### config.mk
export PLATFORM = sky130hd
export DESIGN_NAME = hub_port_cfg
export DESIGN_NICKNAME = d
export VERILOG_FILES = /design/src/design/hub_port_cfg.v /design/src/design/port_off_select.v /design/src/design/port_renumber.v
export VERILOG_INCLUDE_DIRS = /design/src /design/src/design
export SDC_FILE = /design/constraint.sdc
export NUM_CORES = 1
export LEC_CHECK = 0
export ABC_AREA = 1
export BUFFER_PORTS_ARGS = -buffer_cell sky130_fd_sc_hd__buf_4
export CAP_MARGIN = 20
export CORE_ASPECT_RATIO = 1.2
export CORE_UTILIZATION = 30
export DETAILED_ROUTE_END_ITERATION = 8
export PLACE_DENSITY_LB_ADDON = 0.05
export SLEW_MARGIN = 0
export SYNTH_ARGS = -nofsm -noshare
export SYNTH_HDL_FRONTEND = slang
export SYNTH_SLANG_ARGS = --single-unit
### constraint.sdc
create_clock -name pclk -period 1.75 [get_ports pclk]
set_input_delay 0.35 -clock pclk [delete_from_list [all_inputs] [get_ports pclk]]
set_output_delay 0.35 -clock pclk [all_outputs]
set_load 0.01 [all_outputs]
### src/design/hub_port_cfg_defs.vh
// What this block does
// In the bus-powered port disable register, bit 1 set turns off port 1 and bit 2 set turns off port 2, zero leaves a port available, and the other bits are reserved.
// The bus-powered disable selection acts only in bus-powered operation with renumbering off, and a selected port then stays off for the host.
// Ports may be turned off in any combination and the reported port count equals the ports left enabled.
// When a lower port is off the remaining ports are renumbered so the host sees contiguous numbers.
// With the internal default configuration the two port-off strap inputs decide which ports are off instead of the register.
//     The code gives renumbering select priority, so the remap table decides when both are set.
// The self-powered current budget register holds the upstream current in 2 mA units and resets to zero.
// The bus-powered current budget register holds the upstream current in 2 mA units and resets to zero.
// Software sets each budget to cover the hub silicon and all board circuitry fed from the upstream supply.
// For a compound device whose peripheral reports zero current, software adds that peripheral to the budgets.
// Software keeps the self-powered budget at or below 100 mA.
// With renumbering select set, numbering and disabling follow the separate remap table instead of the disable registers.
// Reserved bits of the port disable register are ignored by the port logic and read back as zero.
`ifndef HUB_PORT_CFG_DEFS_VH
`define HUB_PORT_CFG_DEFS_VH
// ==========================================================================
// Register map
`define PORT_DISABLE_BUS_POWERED_IDX 8'h0b
`define MAX_POWER_SELF_POWERED_IDX 8'h0c
`define MAX_POWER_BUS_POWERED_IDX 8'h0d
`define MODE_CTRL_IDX 8'h20
`define PORT_STATUS_IDX 8'h21
`define ADDR_IDX_LSB 2
`define ADDR_IDX_MSB 9
// ==========================================================================
// Fields and reset values
`define PORT_MASK_BITS 8'h06
`define PORT1_BIT 1
`define PORT2_BIT 2
`define CTRL_BUS_PWR_BIT 0
`define CTRL_RENUM_BIT 1
`define CTRL_DEFAULT_BIT 2
`define CTRL_MASK 8'h07
`define REG_RESET 8'h00
`define CTRL_RESET 8'h00
`define PSLVERR_OK 1'h0
`define PREADY_ALWAYS 1'h1
`define REG_MSB 7
`define PORT_OFF_RESET 2'h0
`define PORT_COUNT_RESET 2'h2
`define LOG1_RESET 2'h1
`define LOG2_RESET 2'h2
`define STRAP_RESET 2'h0
`define RDATA_RESET 32'h0000_0000
`endif

### src/design/hub_port_cfg.v
`include "hub_port_cfg_defs.vh"
module hub_port_cfg (
    pclk,
    presetn,
    clk_en,
    psel,
    penable,
    pwrite,
    paddr,
    pwdata,
    prdata,
    pready,
    pslverr,
    port_off_straps,
    self_pwr_port_mask,
    remap_port_off,
    port_off,
    port_count,
    log1_phys_port,
    log2_phys_port,
    self_pwr_current_budget,
    bus_pwr_current_budget
);
    input wire pclk;
    input wire presetn;
    input wire clk_en;
    input wire psel;
    input wire penable;
    input wire pwrite;
    input wire [11:0] paddr;
    input wire [31:0] pwdata;
    output reg [31:0] prdata;
    output wire pready;
    output wire pslverr;
    input wire [1:0] port_off_straps;
    input wire [1:0] self_pwr_port_mask;
    input wire [1:0] remap_port_off;
    output reg [1:0] port_off;
    output reg [1:0] port_count;
    output reg [1:0] log1_phys_port;
    output reg [1:0] log2_phys_port;
    output wire [7:0] self_pwr_current_budget;
    output wire [7:0] bus_pwr_current_budget;

    reg [7:0] port_disable_bus_powered_q;
    reg [7:0] max_power_self_powered_q;
    reg [7:0] max_power_bus_powered_q;
    reg [7:0] ctrl_q;
    reg [1:0] strap_s1_q;
    reg [1:0] strap_s2_q;
    reg [31:0] rdata_d;
    wire [7:0] idx;
    wire wr;
    wire rd_setup;
    wire [1:0] off_d;
    wire [1:0] count_d;
    wire [1:0] l1_d;
    wire [1:0] l2_d;

    // ======================================================================
    // Bus slave
    // Zero wait states; unmapped indices read zero and ignore writes.
    assign pready = `PREADY_ALWAYS;
    assign pslverr = `PSLVERR_OK;
    assign idx = paddr[`ADDR_IDX_MSB:`ADDR_IDX_LSB];
    assign wr = psel & penable & pwrite & clk_en;
    assign rd_setup = psel & ~penable & ~pwrite & clk_en;
    assign self_pwr_current_budget = max_power_self_powered_q;
    assign bus_pwr_current_budget = max_power_bus_powered_q;

    always @(posedge pclk or negedge presetn) begin
        if (!presetn) begin
            port_disable_bus_powered_q <= `REG_RESET;
            max_power_self_powered_q <= `REG_RESET;
            max_power_bus_powered_q <= `REG_RESET;
            ctrl_q <= `CTRL_RESET;
        end else if (wr) begin
            case (idx)
                `PORT_DISABLE_BUS_POWERED_IDX: begin
                    port_disable_bus_powered_q <= pwdata[`REG_MSB:0] &
                        `PORT_MASK_BITS;
                end
                `MAX_POWER_SELF_POWERED_IDX: begin
                    max_power_self_powered_q <= pwdata[`REG_MSB:0];
                end
                `MAX_POWER_BUS_POWERED_IDX: begin
                    max_power_bus_powered_q <= pwdata[`REG_MSB:0];
                end
                `MODE_CTRL_IDX: begin
                    ctrl_q <= pwdata[`REG_MSB:0] & `CTRL_MASK;
                end
                default: begin
                    ctrl_q <= ctrl_q;
                end
            endcase
        end
    end

    always @* begin
        rdata_d = `RDATA_RESET;
        case (idx)
            `PORT_DISABLE_BUS_POWERED_IDX: begin
                rdata_d[`REG_MSB:0] = port_disable_bus_powered_q;
            end
            `MAX_POWER_SELF_POWERED_IDX: begin
                rdata_d[`REG_MSB:0] = max_power_self_powered_q;
            end
            `MAX_POWER_BUS_POWERED_IDX: begin
                rdata_d[`REG_MSB:0] = max_power_bus_powered_q;
            end
            `MODE_CTRL_IDX: begin
                rdata_d[`REG_MSB:0] = ctrl_q;
            end
            `PORT_STATUS_IDX: begin
                rdata_d[`REG_MSB:0] = {log2_phys_port, log1_phys_port,
                                       port_count, port_off};
            end
            default: begin
                rdata_d = `RDATA_RESET;
            end
        endcase
    end

    // Read data is captured at the end of the setup phase and then stands
    // through the access phase, so no wait state is needed.
    always @(posedge pclk or negedge presetn) begin
        if (!presetn) begin
            prdata <= `RDATA_RESET;
        end else if (rd_setup) begin
            prdata <= rdata_d;
        end
    end

    // ======================================================================
    // Strap synchroniser
    // Straps come from pins, so they pass two flops before use.
    always @(posedge pclk or negedge presetn) begin
        if (!presetn) begin
            strap_s1_q <= `STRAP_RESET;
            strap_s2_q <= `STRAP_RESET;
        end else if (clk_en) begin
            strap_s1_q <= port_off_straps;
            strap_s2_q <= strap_s1_q;
        end
    end

    // ======================================================================
    // Port selection and renumbering
    port_off_select i_port_off_select (
        .bus_powered(ctrl_q[`CTRL_BUS_PWR_BIT]),
        .renumber_sel(ctrl_q[`CTRL_RENUM_BIT]),
        .use_default(ctrl_q[`CTRL_DEFAULT_BIT]),
        .straps(strap_s2_q),
        .bus_pwr_port_off_mask(port_disable_bus_powered_q),
        .self_pwr_mask(self_pwr_port_mask),
        .remap_off(remap_port_off),
        .off(off_d)
    );

    port_renumber i_port_renumber (
        .off(off_d),
        .port_count(count_d),
        .phys_of_log1(l1_d),
        .phys_of_log2(l2_d)
    );

    // Registered so descriptor logic sees glitch-free values.
    always @(posedge pclk or negedge presetn) begin
        if (!presetn) begin
            port_off <= `PORT_OFF_RESET;
            port_count <= `PORT_COUNT_RESET;
            log1_phys_port <= `LOG1_RESET;
            log2_phys_port <= `LOG2_RESET;
        end else if (clk_en) begin
            port_off <= off_d;
            port_count <= count_d;
            log1_phys_port <= l1_d;
            log2_phys_port <= l2_d;
        end
    end
endmodule // hub_port_cfg

### src/design/port_off_select.v
`include "hub_port_cfg_defs.vh"
module port_off_select (
    bus_powered,
    renumber_sel,
    use_default,
    straps,
    bus_pwr_port_off_mask,
    self_pwr_mask,
    remap_off,
    off
);
    input wire bus_powered;
    input wire renumber_sel;
    input wire use_default;
    input wire [1:0] straps;
    input wire [7:0] bus_pwr_port_off_mask;
    input wire [1:0] self_pwr_mask;
    input wire [1:0] remap_off;
    output reg [1:0] off;
    // ======================================================================
    // Port off selection
    always @* begin
        if (renumber_sel) begin
            off = remap_off;
        end else if (use_default) begin
            off = straps;
        end else if (bus_powered) begin
            // Only bits 1 and 2 matter; reserved bits never reach a port.
            off = {bus_pwr_port_off_mask[`PORT2_BIT],
                   bus_pwr_port_off_mask[`PORT1_BIT]};
        end else begin
            off = self_pwr_mask;
        end
    end
endmodule // port_off_select

### src/design/port_renumber.v
module port_renumber (
    off,
    port_count,
    phys_of_log1,
    phys_of_log2
);
    input wire [1:0] off;
    output wire [1:0] port_count;
    output wire [1:0] phys_of_log1;
    output wire [1:0] phys_of_log2;
    // ======================================================================
    // Count and contiguous numbering
    assign port_count = {1'h0, ~off[0]} + {1'h0, ~off[1]};
    // Logical port 1 is the lowest enabled physical port, zero means none.
    assign phys_of_log1 = !off[0] ? 2'h1 : (!off[1] ? 2'h2 : 2'h0);
    assign phys_of_log2 = (off == 2'h0) ? 2'h2 : 2'h0;
endmodule // port_renumber

==> Word-level counts from Yosys, hierarchy flattened <==
Index checks and enable logic that the tools add are counted.
{ "op_classes": {"bitwise": 10, "add_sub_neg": 1, "eq_ne": 5, "n_mux": 7, "n_reduce_logical": 5} }
{ "ops": {"columns": ["cell", "n"], "rows": [
  ["$pmux 8 s5", 1],
  ["$eq 8x4->1 const B", 3],
  ["$eq 8x6->1 const B", 2],
  ["$mux 2", 6],
  ["$reduce_and 2->1", 4],
  ["$and 1x1->1", 6],
  ["$not 1->1", 4],
  ["$add 1x1->2", 1],
  ["$logic_not 2->1", 1]
]} }
{ "word_totals": {"input_bits": 56, "output_inout_bits": 58, "ff_bits": 41, "wordCells": 39} }

==> Logic depth before layout (Yosys ltp) <==
Gate-level depths: netlist of the first run.
{ "logic_depth": {"ltp_word": 5, "ltp_mapped": 9, "depth_no_buf": 9} }

==> By module <==
From an unflattened synthesis of the first run, not the netlist that was laid out.
{ "hier_totals": {"cells_unflattened": 274, "hier_area_um2": 2361.0} }
{ "by_module_without_submodules": {"columns": ["mod", "area_each_um2", "seq_area_each_um2", "n_inst", "cells_per_inst"], "rows": [
  ["hub_port_cfg", 2237.1, 1029.7, 1, 249],
  ["port_off_select", 72.6, 0.0, 1, 18],
  ["port_renumber", 51.3, 0.0, 1, 7]
]} }

==> Worst setup path before layout of the first run <==
Ideal clock, no wire load.
{ "synth_timing": {"kind": "register -> register", "start": "register ctrl_q[0]", "end": "register log1_phys_port[1]", "arrival_time_ns": 1.143, "n_path_buf": 0, "setup_ns": 0.117, "synth_period_minus_slack_ns": 1.260, "stages_incl_launch_ff": 9, "path_slack_ns": 0.490, "t_required_ns": 1.633, "cell_sequence": "dfrtp_1 or2_1 nand3_1 nand2_1 o21ai_2 inv_1 ha_1 nand2_1 nand2_1"} }
{ "synth_via": {"word_cells_on_any_way": 5, "classes_between": "mux (5)"} }
{ "synth_rtl": {"columns": ["item", "line", "rtl"], "rows": [
  ["from (decl)", "hub_port_cfg.v:48", "reg [7:0] ctrl_q;"],
  ["from (signal assigned)", "hub_port_cfg.v:76", "ctrl_q <= `CTRL_RESET;"],
  ["from (signal assigned)", "hub_port_cfg.v:90", "ctrl_q <= pwdata[`REG_MSB:0] & `CTRL_MASK;"],
  ["from (signal assigned)", "hub_port_cfg.v:93", "ctrl_q <= ctrl_q;"],
  ["$mux 2", "port_off_select.v:27", "end else if (bus_powered) begin"],
  ["$mux 2", "port_off_select.v:25", "end else if (use_default) begin"],
  ["$mux 2", "port_off_select.v:23", "if (renumber_sel) begin"],
  ["via i_port_off_select.off[0]", "port_off_select.v:19", "output reg [1:0] off;"],
  ["$mux 2", "port_renumber.v:15", "assign phys_of_log1 = !off[0] ? 2'h1 : (!off[1] ? 2'h2 : 2'h0);"],
  ["via i_port_renumber.phys_of_log1[1]", "port_renumber.v:9", "output wire [1:0] phys_of_log1;"],
  ["to (signal assigned)", "hub_port_cfg.v:172", "log1_phys_port <= `LOG1_RESET;"],
  ["to (signal assigned)", "hub_port_cfg.v:177", "log1_phys_port <= l1_d;"],
  ["to (decl)", "hub_port_cfg.v:40", "output reg [1:0] log1_phys_port;"]
]} }
The timed path passes the listed nets, and every way through them passes these cells.
A chain may end at the register's enable or synchronous reset.

==> Worst setup path in the final report of the first run <==
{ "layout_timing": {"start": "register ctrl_q[0]", "end": "register port_count[0]"} }
{ "layout_via": {"elab_chain_cells": 5, "word_cells_on_any_way": 6, "classes_between": "add/sub (1); mux (3); bitwise (2)"} }
{ "layout_lines": {"columns": ["item", "line", "rtl"], "rows": [
  ["$mux 2 (*)", "port_off_select.v:27", null],
  ["$mux 2 (*)", "port_off_select.v:25", null],
  ["$mux 2 (*)", "port_off_select.v:23", null],
  ["$not 1->1", "port_renumber.v:13", "assign port_count = {1'h0, ~off[0]} + {1'h0, ~off[1]};"],
  ["$add 1x1->2 (*)", "port_renumber.v:13", null],
  ["via count_d[0]", "hub_port_cfg.v:56", "wire [1:0] count_d;"],
  ["to (signal assigned)", "hub_port_cfg.v:171", "port_count <= `PORT_COUNT_RESET;"],
  ["to (signal assigned)", "hub_port_cfg.v:176", "port_count <= count_d;"],
  ["to (decl)", "hub_port_cfg.v:39", "output reg [1:0] port_count;"]
]} }
Mark *: on every way through the listed nets, which the timed path passes. The rest lies on a longest branch.

==> results of run 1 <==
## Yosys cell counts, types with 2 or more instances
cell,n
nand2_1,87
nor2_4,4
dfstp_2,2
nand2_2,2
inv_1,20
nand3_1,30
a21oi_1,6
o21ai_0,16
o21ai_1,4
dfrtp_1,37
inv_2,2
buf_6,2
ha_1,2
o21a_1,3
buf_4,30
nor2_1,11
nand2_4,2
nor2_2,2
conb_1,2
## power groups by stage
stage	registers [mW]	clock network [mW]	logic, mW
after global placement	0.988	0	0.264
final	0.970	0.689	0.261
after global routing	0.975	0.739	0.296
after floorplan	0.992	0	0.160
after detailed placement	0.988	0	0.265
after CTS	0.970	0.714	0.266
## layer usage
layer	track usage	wire length [µm]
met5	0	0
met4	0.0536	78
met3	0.0256	218
met2	0.247	2630
met1	0.206	2540
## cell usage in the layout (no fill, tap or decap)
cell / Yosys / final
o21ai_0: 16 / 16
nor2_8: 1 / 1
nor2_2: 2 / 2
or2_1: 1 / 1
nand4_4: 1 / 1
nor2_1: 11 / 11
o21a_1: 3 / 3
inv_2: 2 / 2
nand2_2: 2 / 2
buf_4: 30 / 65
inv_1: 20 / 20
ha_1: 2 / 2
dfrtp_1: 37 / 37
clkbuf_8: 0 / 7
o211ai_1: 1 / 1
dfstp_2: 2 / 2
nand2_4: 2 / 2
nand2_1: 87 / 87
conb_1: 2 / 27
nand3b_4: 1 / 1
a21oi_2: 1 / 1
clkinvlp_4: 0 / 1
o21ai_2: 1 / 1
o22ai_1: 1 / 1
and3_1: 1 / 1
nor2_4: 4 / 4
o21ai_1: 4 / 4
nand3_1: 30 / 30
a21oi_1: 6 / 6
## logic make-up (layout without fill, tap and decap cells)
kind of cell	after synthesis	in the layout	share of synthesized area
simple gates	143	143	0.308
other cells	2	27	0.00338
compound gates	33	33	0.0827
flops	39	39	0.440
buf+inv	57	95	0.155
fa+ha+maj	2	2	0.0113
## worst max-delay path, cell delays in order, from the launching register on
cell      delay, ns
dfrtp_1        0.44
o211ai_1       0.19
nand2_1        0.08
o21ai_0        0.17
ha_1           0.31
nand2_1        0.07
nand2_1        0.05
## sequential cells by signal, summed over array words and instances, names as in the netlist
register / count
port_off: 2
self_pwr_current_budget: 8
log1_phys_port: 2
port_disable_bus_powered_q: 2
ctrl_q: 3
log2_phys_port: 1
bus_pwr_current_budget: 8
port_count: 1
strap_s2_q: 2
prdata: 8
strap_s1_q: 2
## per-stage QoR
| stage | instances | instance area [µm²] |
|---|---|---|
| final | 429 | 2760 |
| after global routing | 429 | 2760 |
| after global placement | 421 | 2660 |
| after CTS | 429 | 2760 |
| after floorplan | 301 | 2320 |
| after detailed placement | 421 | 2660 |
## worst min-delay path by stage
stage	to	slack, ns	cells after the start
3_5_place_dp	prdata[6]$_DFFE_PN0P_	0.36	1
3_3_place_gp	prdata[6]$_DFFE_PN0P_	0.37	1
4_1_cts	prdata[6]$_DFFE_PN0P_	0.04	1
2_1_floorplan	bus_pwr_current_budget[0]$_DFFE_PN0P_	0.05	0
5_1_grt	prdata[6]$_DFFE_PN0P_	0.06	1
6_report	prdata[6]$_DFFE_PN0P_	0.02	1
## area by class of cell
type	count	area [µm²]
multi-input combinational	205	995
tap	90	113
fill	778	4470
clock inverter	1	7.51
sequential	39	978
timing repair buffer	65	488
inverter	22	82.6
clock buffer	7	96.3
==> impl_metrics.ini, run 1 <==
[layout]
final_util = 0.382
area_growth_pct = 24.1
drive_gt1_frac = 0.271
final_nets = 396
n_antenna_cell = 0

[clock_network]
max-clock-path-buffers = 2
cts.repair.resized = 0
post_cts_buffers = 0
cts_root_buffer = clkbuf_8
clk_pin_slew_ns = 0.08
cts_tree = built
hold_buffers = 0
cts_buffers = 5
cts.sinks = 39
clock_latency_ns = 0.29
htreeDepth = 2

[routing]
drc = 0
wl_per_cell_um = 12.7
ant_nets = 0
num_vias = 1850
finalWirelength_um = 5460
via_per_inst = 4.31
dr.pass1.iters = 4
drt_iter0_markers = 70

[worst_setup_path]
worst-r2r-cell-count = 6
critPathCaptureType = flop
cp_max_fo = 6
timing.rr.start = ctrl_q[0]$_DFFE_PN0P_
startpoint = ctrl_q[0]$_DFFE_PN0P_
worstSetupStartpointType = flop
cp_data_required_time_ns = 1.94
r2r_setup_slack_ns = 0.35
path_class = reg2reg
critical_path_arrival_ns = 1.59
r2r-end = port_count[0]$_DFFE_PN0P_
critPathCapture = port_count[0]$_DFFE_PN0P_

[logic_synthesis]
syn_inst = 276
synth_edf_count = 0
ys_seq_elements = 39
ys_types = 31
synth_seq_area_share = 0.440
async_flop_share = 1.00
synth_area_um2 = 2220
avgSynthCellArea_um2 = 8.06
synth_top_area_frac = 0.416
synth.largest_area_cell = dfrtp_1
synthTopCellsByArea = dfrtp_1 (42%), nand2_1 (15%), buf_4 (10%)
synthFlopType = dfrtp_1
yosys_warnings = 0

[power_and_ir_drop]
seqPwrFrac = 0.505
p_total_mw = 1.92
peakVddDrop_mv = 0.300
intPower_mw = 1.41
comb_power_share = 0.136
sw_frac_of_total = 0.267
switchingPower_mw = 0.512
power_density_nw_per_um2 = 695
power_leakage_nw = 1.54
p_clk_frac = 0.359

[sta]
tightest_slew_ns = 0.515
period_needed_ns = 1.40
fin_crit_sh = 0.801
setup_viol = 0
relSlewSlack = 0.657
finalMaxSlewViolations = 0
rsz0062_at_grt = no
layout_setup_ws_ns = 0.349
max_clock_freq_mhz = 714
skew_ns = 0.00644
fin_tns_setup_ns = 0
holdWs_ns = 0.0246
hold_viol = 0

[grt]
grt_pass1_wl_um = 8850
track_usage = 0.153
grt_max_degree = 40
grt_overflow = 0
grt_antenna_before_repair = 0
grt_pass1_vias = 1767

[placement]
place_congestion = 0.759
port_buffers = 58
hpwl_um = 4120
dp_slack_ns = 0.228

[floorplan]
coreArea_um2 = 7230
rows = 34
die_area_um2 = 7760
die_w_um = 80.6
ioPinCount = 114
initial_core_util = 0.307
die_y_um = 96.3

[flow_run]
drv_cap = 0

[worst_hold_path]
hold_class = in2async

[status]
outcome = finished, final reports clean
Note: power is estimated with default switching activity, not from simulation.
==> run 2, diff against run 1 <==
==> constraint.sdc (replaced) <==
create_clock -name pclk -period 1.3 [get_ports pclk]
set_input_delay 0.26 -clock pclk [delete_from_list [all_inputs] [get_ports pclk]]
set_output_delay 0.26 -clock pclk [all_outputs]
set_load 0.01 [all_outputs]
==> run 2 against run 1 <==
Net effect:
- the flow now finishes with violations (negative setup slack)
- global-route usage grew 0.23 points
- power grew 43%
- largest cell class unchanged
- flip-flop and latch count is the same
- clock-buffer cell count shrank 1
- non-clock buffer count grew 20
- utilization grew 2.9 points
- sequential power grew 35%
==> impl_metrics.ini, run 2 (same netlist as run 1, synthesis figures left out) <==
[status]
outcome = complete, but fails checks
violations = negative setup slack

[routing]
wl_per_cell_um = 12.2
num_vias = 1943
ant_nets = 0
drc = 0
drt_iter0_markers = 74
via_per_inst = 4.33
dr.pass1.iters = 4
finalWirelength_um = 5480

[grt]
grt_max_degree = 40
grt_pass1_vias = 1839
grt_antenna_before_repair = 0
grt_pass1_wl_um = 8840
track_usage = 0.156
grt_overflow = 0

[layout]
final_nets = 416
drive_gt1_frac = 0.323
area_growth_pct = 33.5
n_antenna_cell = 0
final_common_cell = nand2_1
final_cell_mix = nand2_1 (85), buf_4 (82), dfrtp_1 (37), nand3_1 (29), conb_1 (27)

[worst_setup_path]
cp_slowest_cell = dfrtp_1
slowest_delay_ns = 0.41
path_class = reg2reg
timing.rr.start = ctrl_q[0]$_DFFE_PN0P_
crit_chain = or2_1 > nand3_2 > nand2_2 > o21ai_2 > ha_1 > nand2_1 > nand2_1
critical_path_arrival_ns = 1.49
crit_family = simple AND/OR/NAND/NOR gates
cp_max_fo = 4
worst-r2r-cell-count = 7
path_buf_inv = 0
cp_data_required_time_ns = 1.49
r2r-end = port_count[0]$_DFFE_PN0P_
cpMostUsedCell = nand2_1
r2r_setup_slack_ns = -0.005
worstSetupStartpointType = flop
critPathCaptureType = flop

[worst_hold_path]
hold_path_end = strap_s1_q[0]$_DFFE_PN0P_
min_path_cells = 3
hold_class = in2reg
hold_path_startpoint = port_off_straps[0]

[sta]
finalMaxSlewViolations = 0
relSlewSlack = 0.656
hold_viol = 0
layout_setup_ws_ns = -0.00472
period_needed_ns = 1.30
skew_ns = 0.00806
setup_viol = 2
fin_crit_sh = 1.00
max_clock_freq_mhz = 766
rsz0062_at_grt = yes
holdWs_ns = 0.166
tightest_slew_ns = 0.516

[floorplan]
die_w_um = 80.6
initial_core_util = 0.307
ioPinCount = 114
rows = 34
coreArea_um2 = 7230
die_y_um = 96.3
die_area_um2 = 7760

[clock_network]
max-clock-path-buffers = 2
cts_root_buffer = clkbuf_8
cts.sinks = 39
cts_tree = built
htreeDepth = 2
clk_pin_slew_ns = 0.08
clock_latency_ns = 0.30
post_cts_buffers = 0
cts_buffers = 5

[power_and_ir_drop]
peakVddDrop_mv = 0.367
p_total_mw = 2.74
switchingPower_mw = 0.693
comb_power_share = 0.136
power_density_nw_per_um2 = 924
seqPwrFrac = 0.476
power_leakage_nw = 1.67
sw_frac_of_total = 0.253
intPower_mw = 2.05
p_clk_frac = 0.388

[placement]
place_congestion = 0.774
port_buffers = 58
hpwl_um = 4350

[flow_run]
drv_cap = 0
==> run 2: how the worst max path moves through the flow <==
stage                                               from                             to  depth (start not counted)
2_1_floorplan                      ctrl_q[0]$_DFFE_PN0P_  log1_phys_port[1]$_DFFE_PN0P_                          8
3_3_place_gp   port_disable_bus_powered_q[2]$_DFFE_PN0P_      port_count[0]$_DFFE_PN0P_                          8
3_5_place_dp                       ctrl_q[0]$_DFFE_PN0P_      port_count[0]$_DFFE_PN0P_                          6
4_1_cts                            ctrl_q[0]$_DFFE_PN0P_      port_count[0]$_DFFE_PN0P_                          8
5_1_grt                            ctrl_q[0]$_DFFE_PN0P_      port_count[0]$_DFFE_PN0P_                          8
6_report                           ctrl_q[0]$_DFFE_PN0P_      port_count[0]$_DFFE_PN0P_                          7
==> run 2: metal layers <==
layer  vias to the layer above  share of wire  global-route usage
met5                         -              0                   0
met4                         0          0.014              0.0536
met3                         7          0.044              0.0332
met2                        60           0.49               0.263
met1                       893           0.45               0.195
li1                        983              -                   -
==> run 2: power groups by stage <==
stage	Combinational (mW)	Clock (mW)	Sequential [mW]
after floorplan	0.215	0	1.34
after global placement	0.370	0	1.33
after detailed placement	0.373	0	1.33
after CTS	0.379	1.10	1.31
after global routing	0.424	1.14	1.31
final	0.372	1.06	1.31
==> run 2: per-stage QoR <==
step / cell area [µm²] / utilization / TNS [ns] / cells / worst slack (ns)
2_1_floorplan: 2320 / - / 0 / 301 / 0.0400
3_3_place_gp: 2820 / 0.390 / -0.189 / 440 / -0.0788
3_5_place_dp: 2820 / 0.390 / -0.232 / 440 / -0.0823
4_1_cts: 2960 / 0.409 / -0.0656 / 449 / -0.0357
5_1_grt: 2970 / 0.410 / -0.168 / 449 / -0.0808
6_report: 2970 / 0.410 / -0.00689 / 449 / -0.00472
==> run 2: cell type report <==
type | count | area (µm²)
Fill cell | 775 | 4260
Timing Repair Buffer | 85 | 666
Inverter | 22 | 82.6
Clock buffer | 6 | 82.6
Multi-Input combinational cell | 205 | 1010
Clock inverter | 2 | 35.0
Tap cell | 90 | 113
Sequential cell | 39 | 978
==> run 2: timing repair <==
item                                    CTS  global route
hold buffers                              1             0
endpoints found under the setup margin    3             3
gates resized for setup                   4             3
pin swaps                                 2             0
endpoints found under the hold margin    37             0
==> run 2: worst register-to-register path, stage by stage, from the launching register on <==
cell	delay [ns]
dfrtp_1	0.41
or2_1	0.23
nand3_2	0.07
nand2_2	0.05
o21ai_2	0.08
ha_1	0.26
nand2_1	0.06
nand2_1	0.04
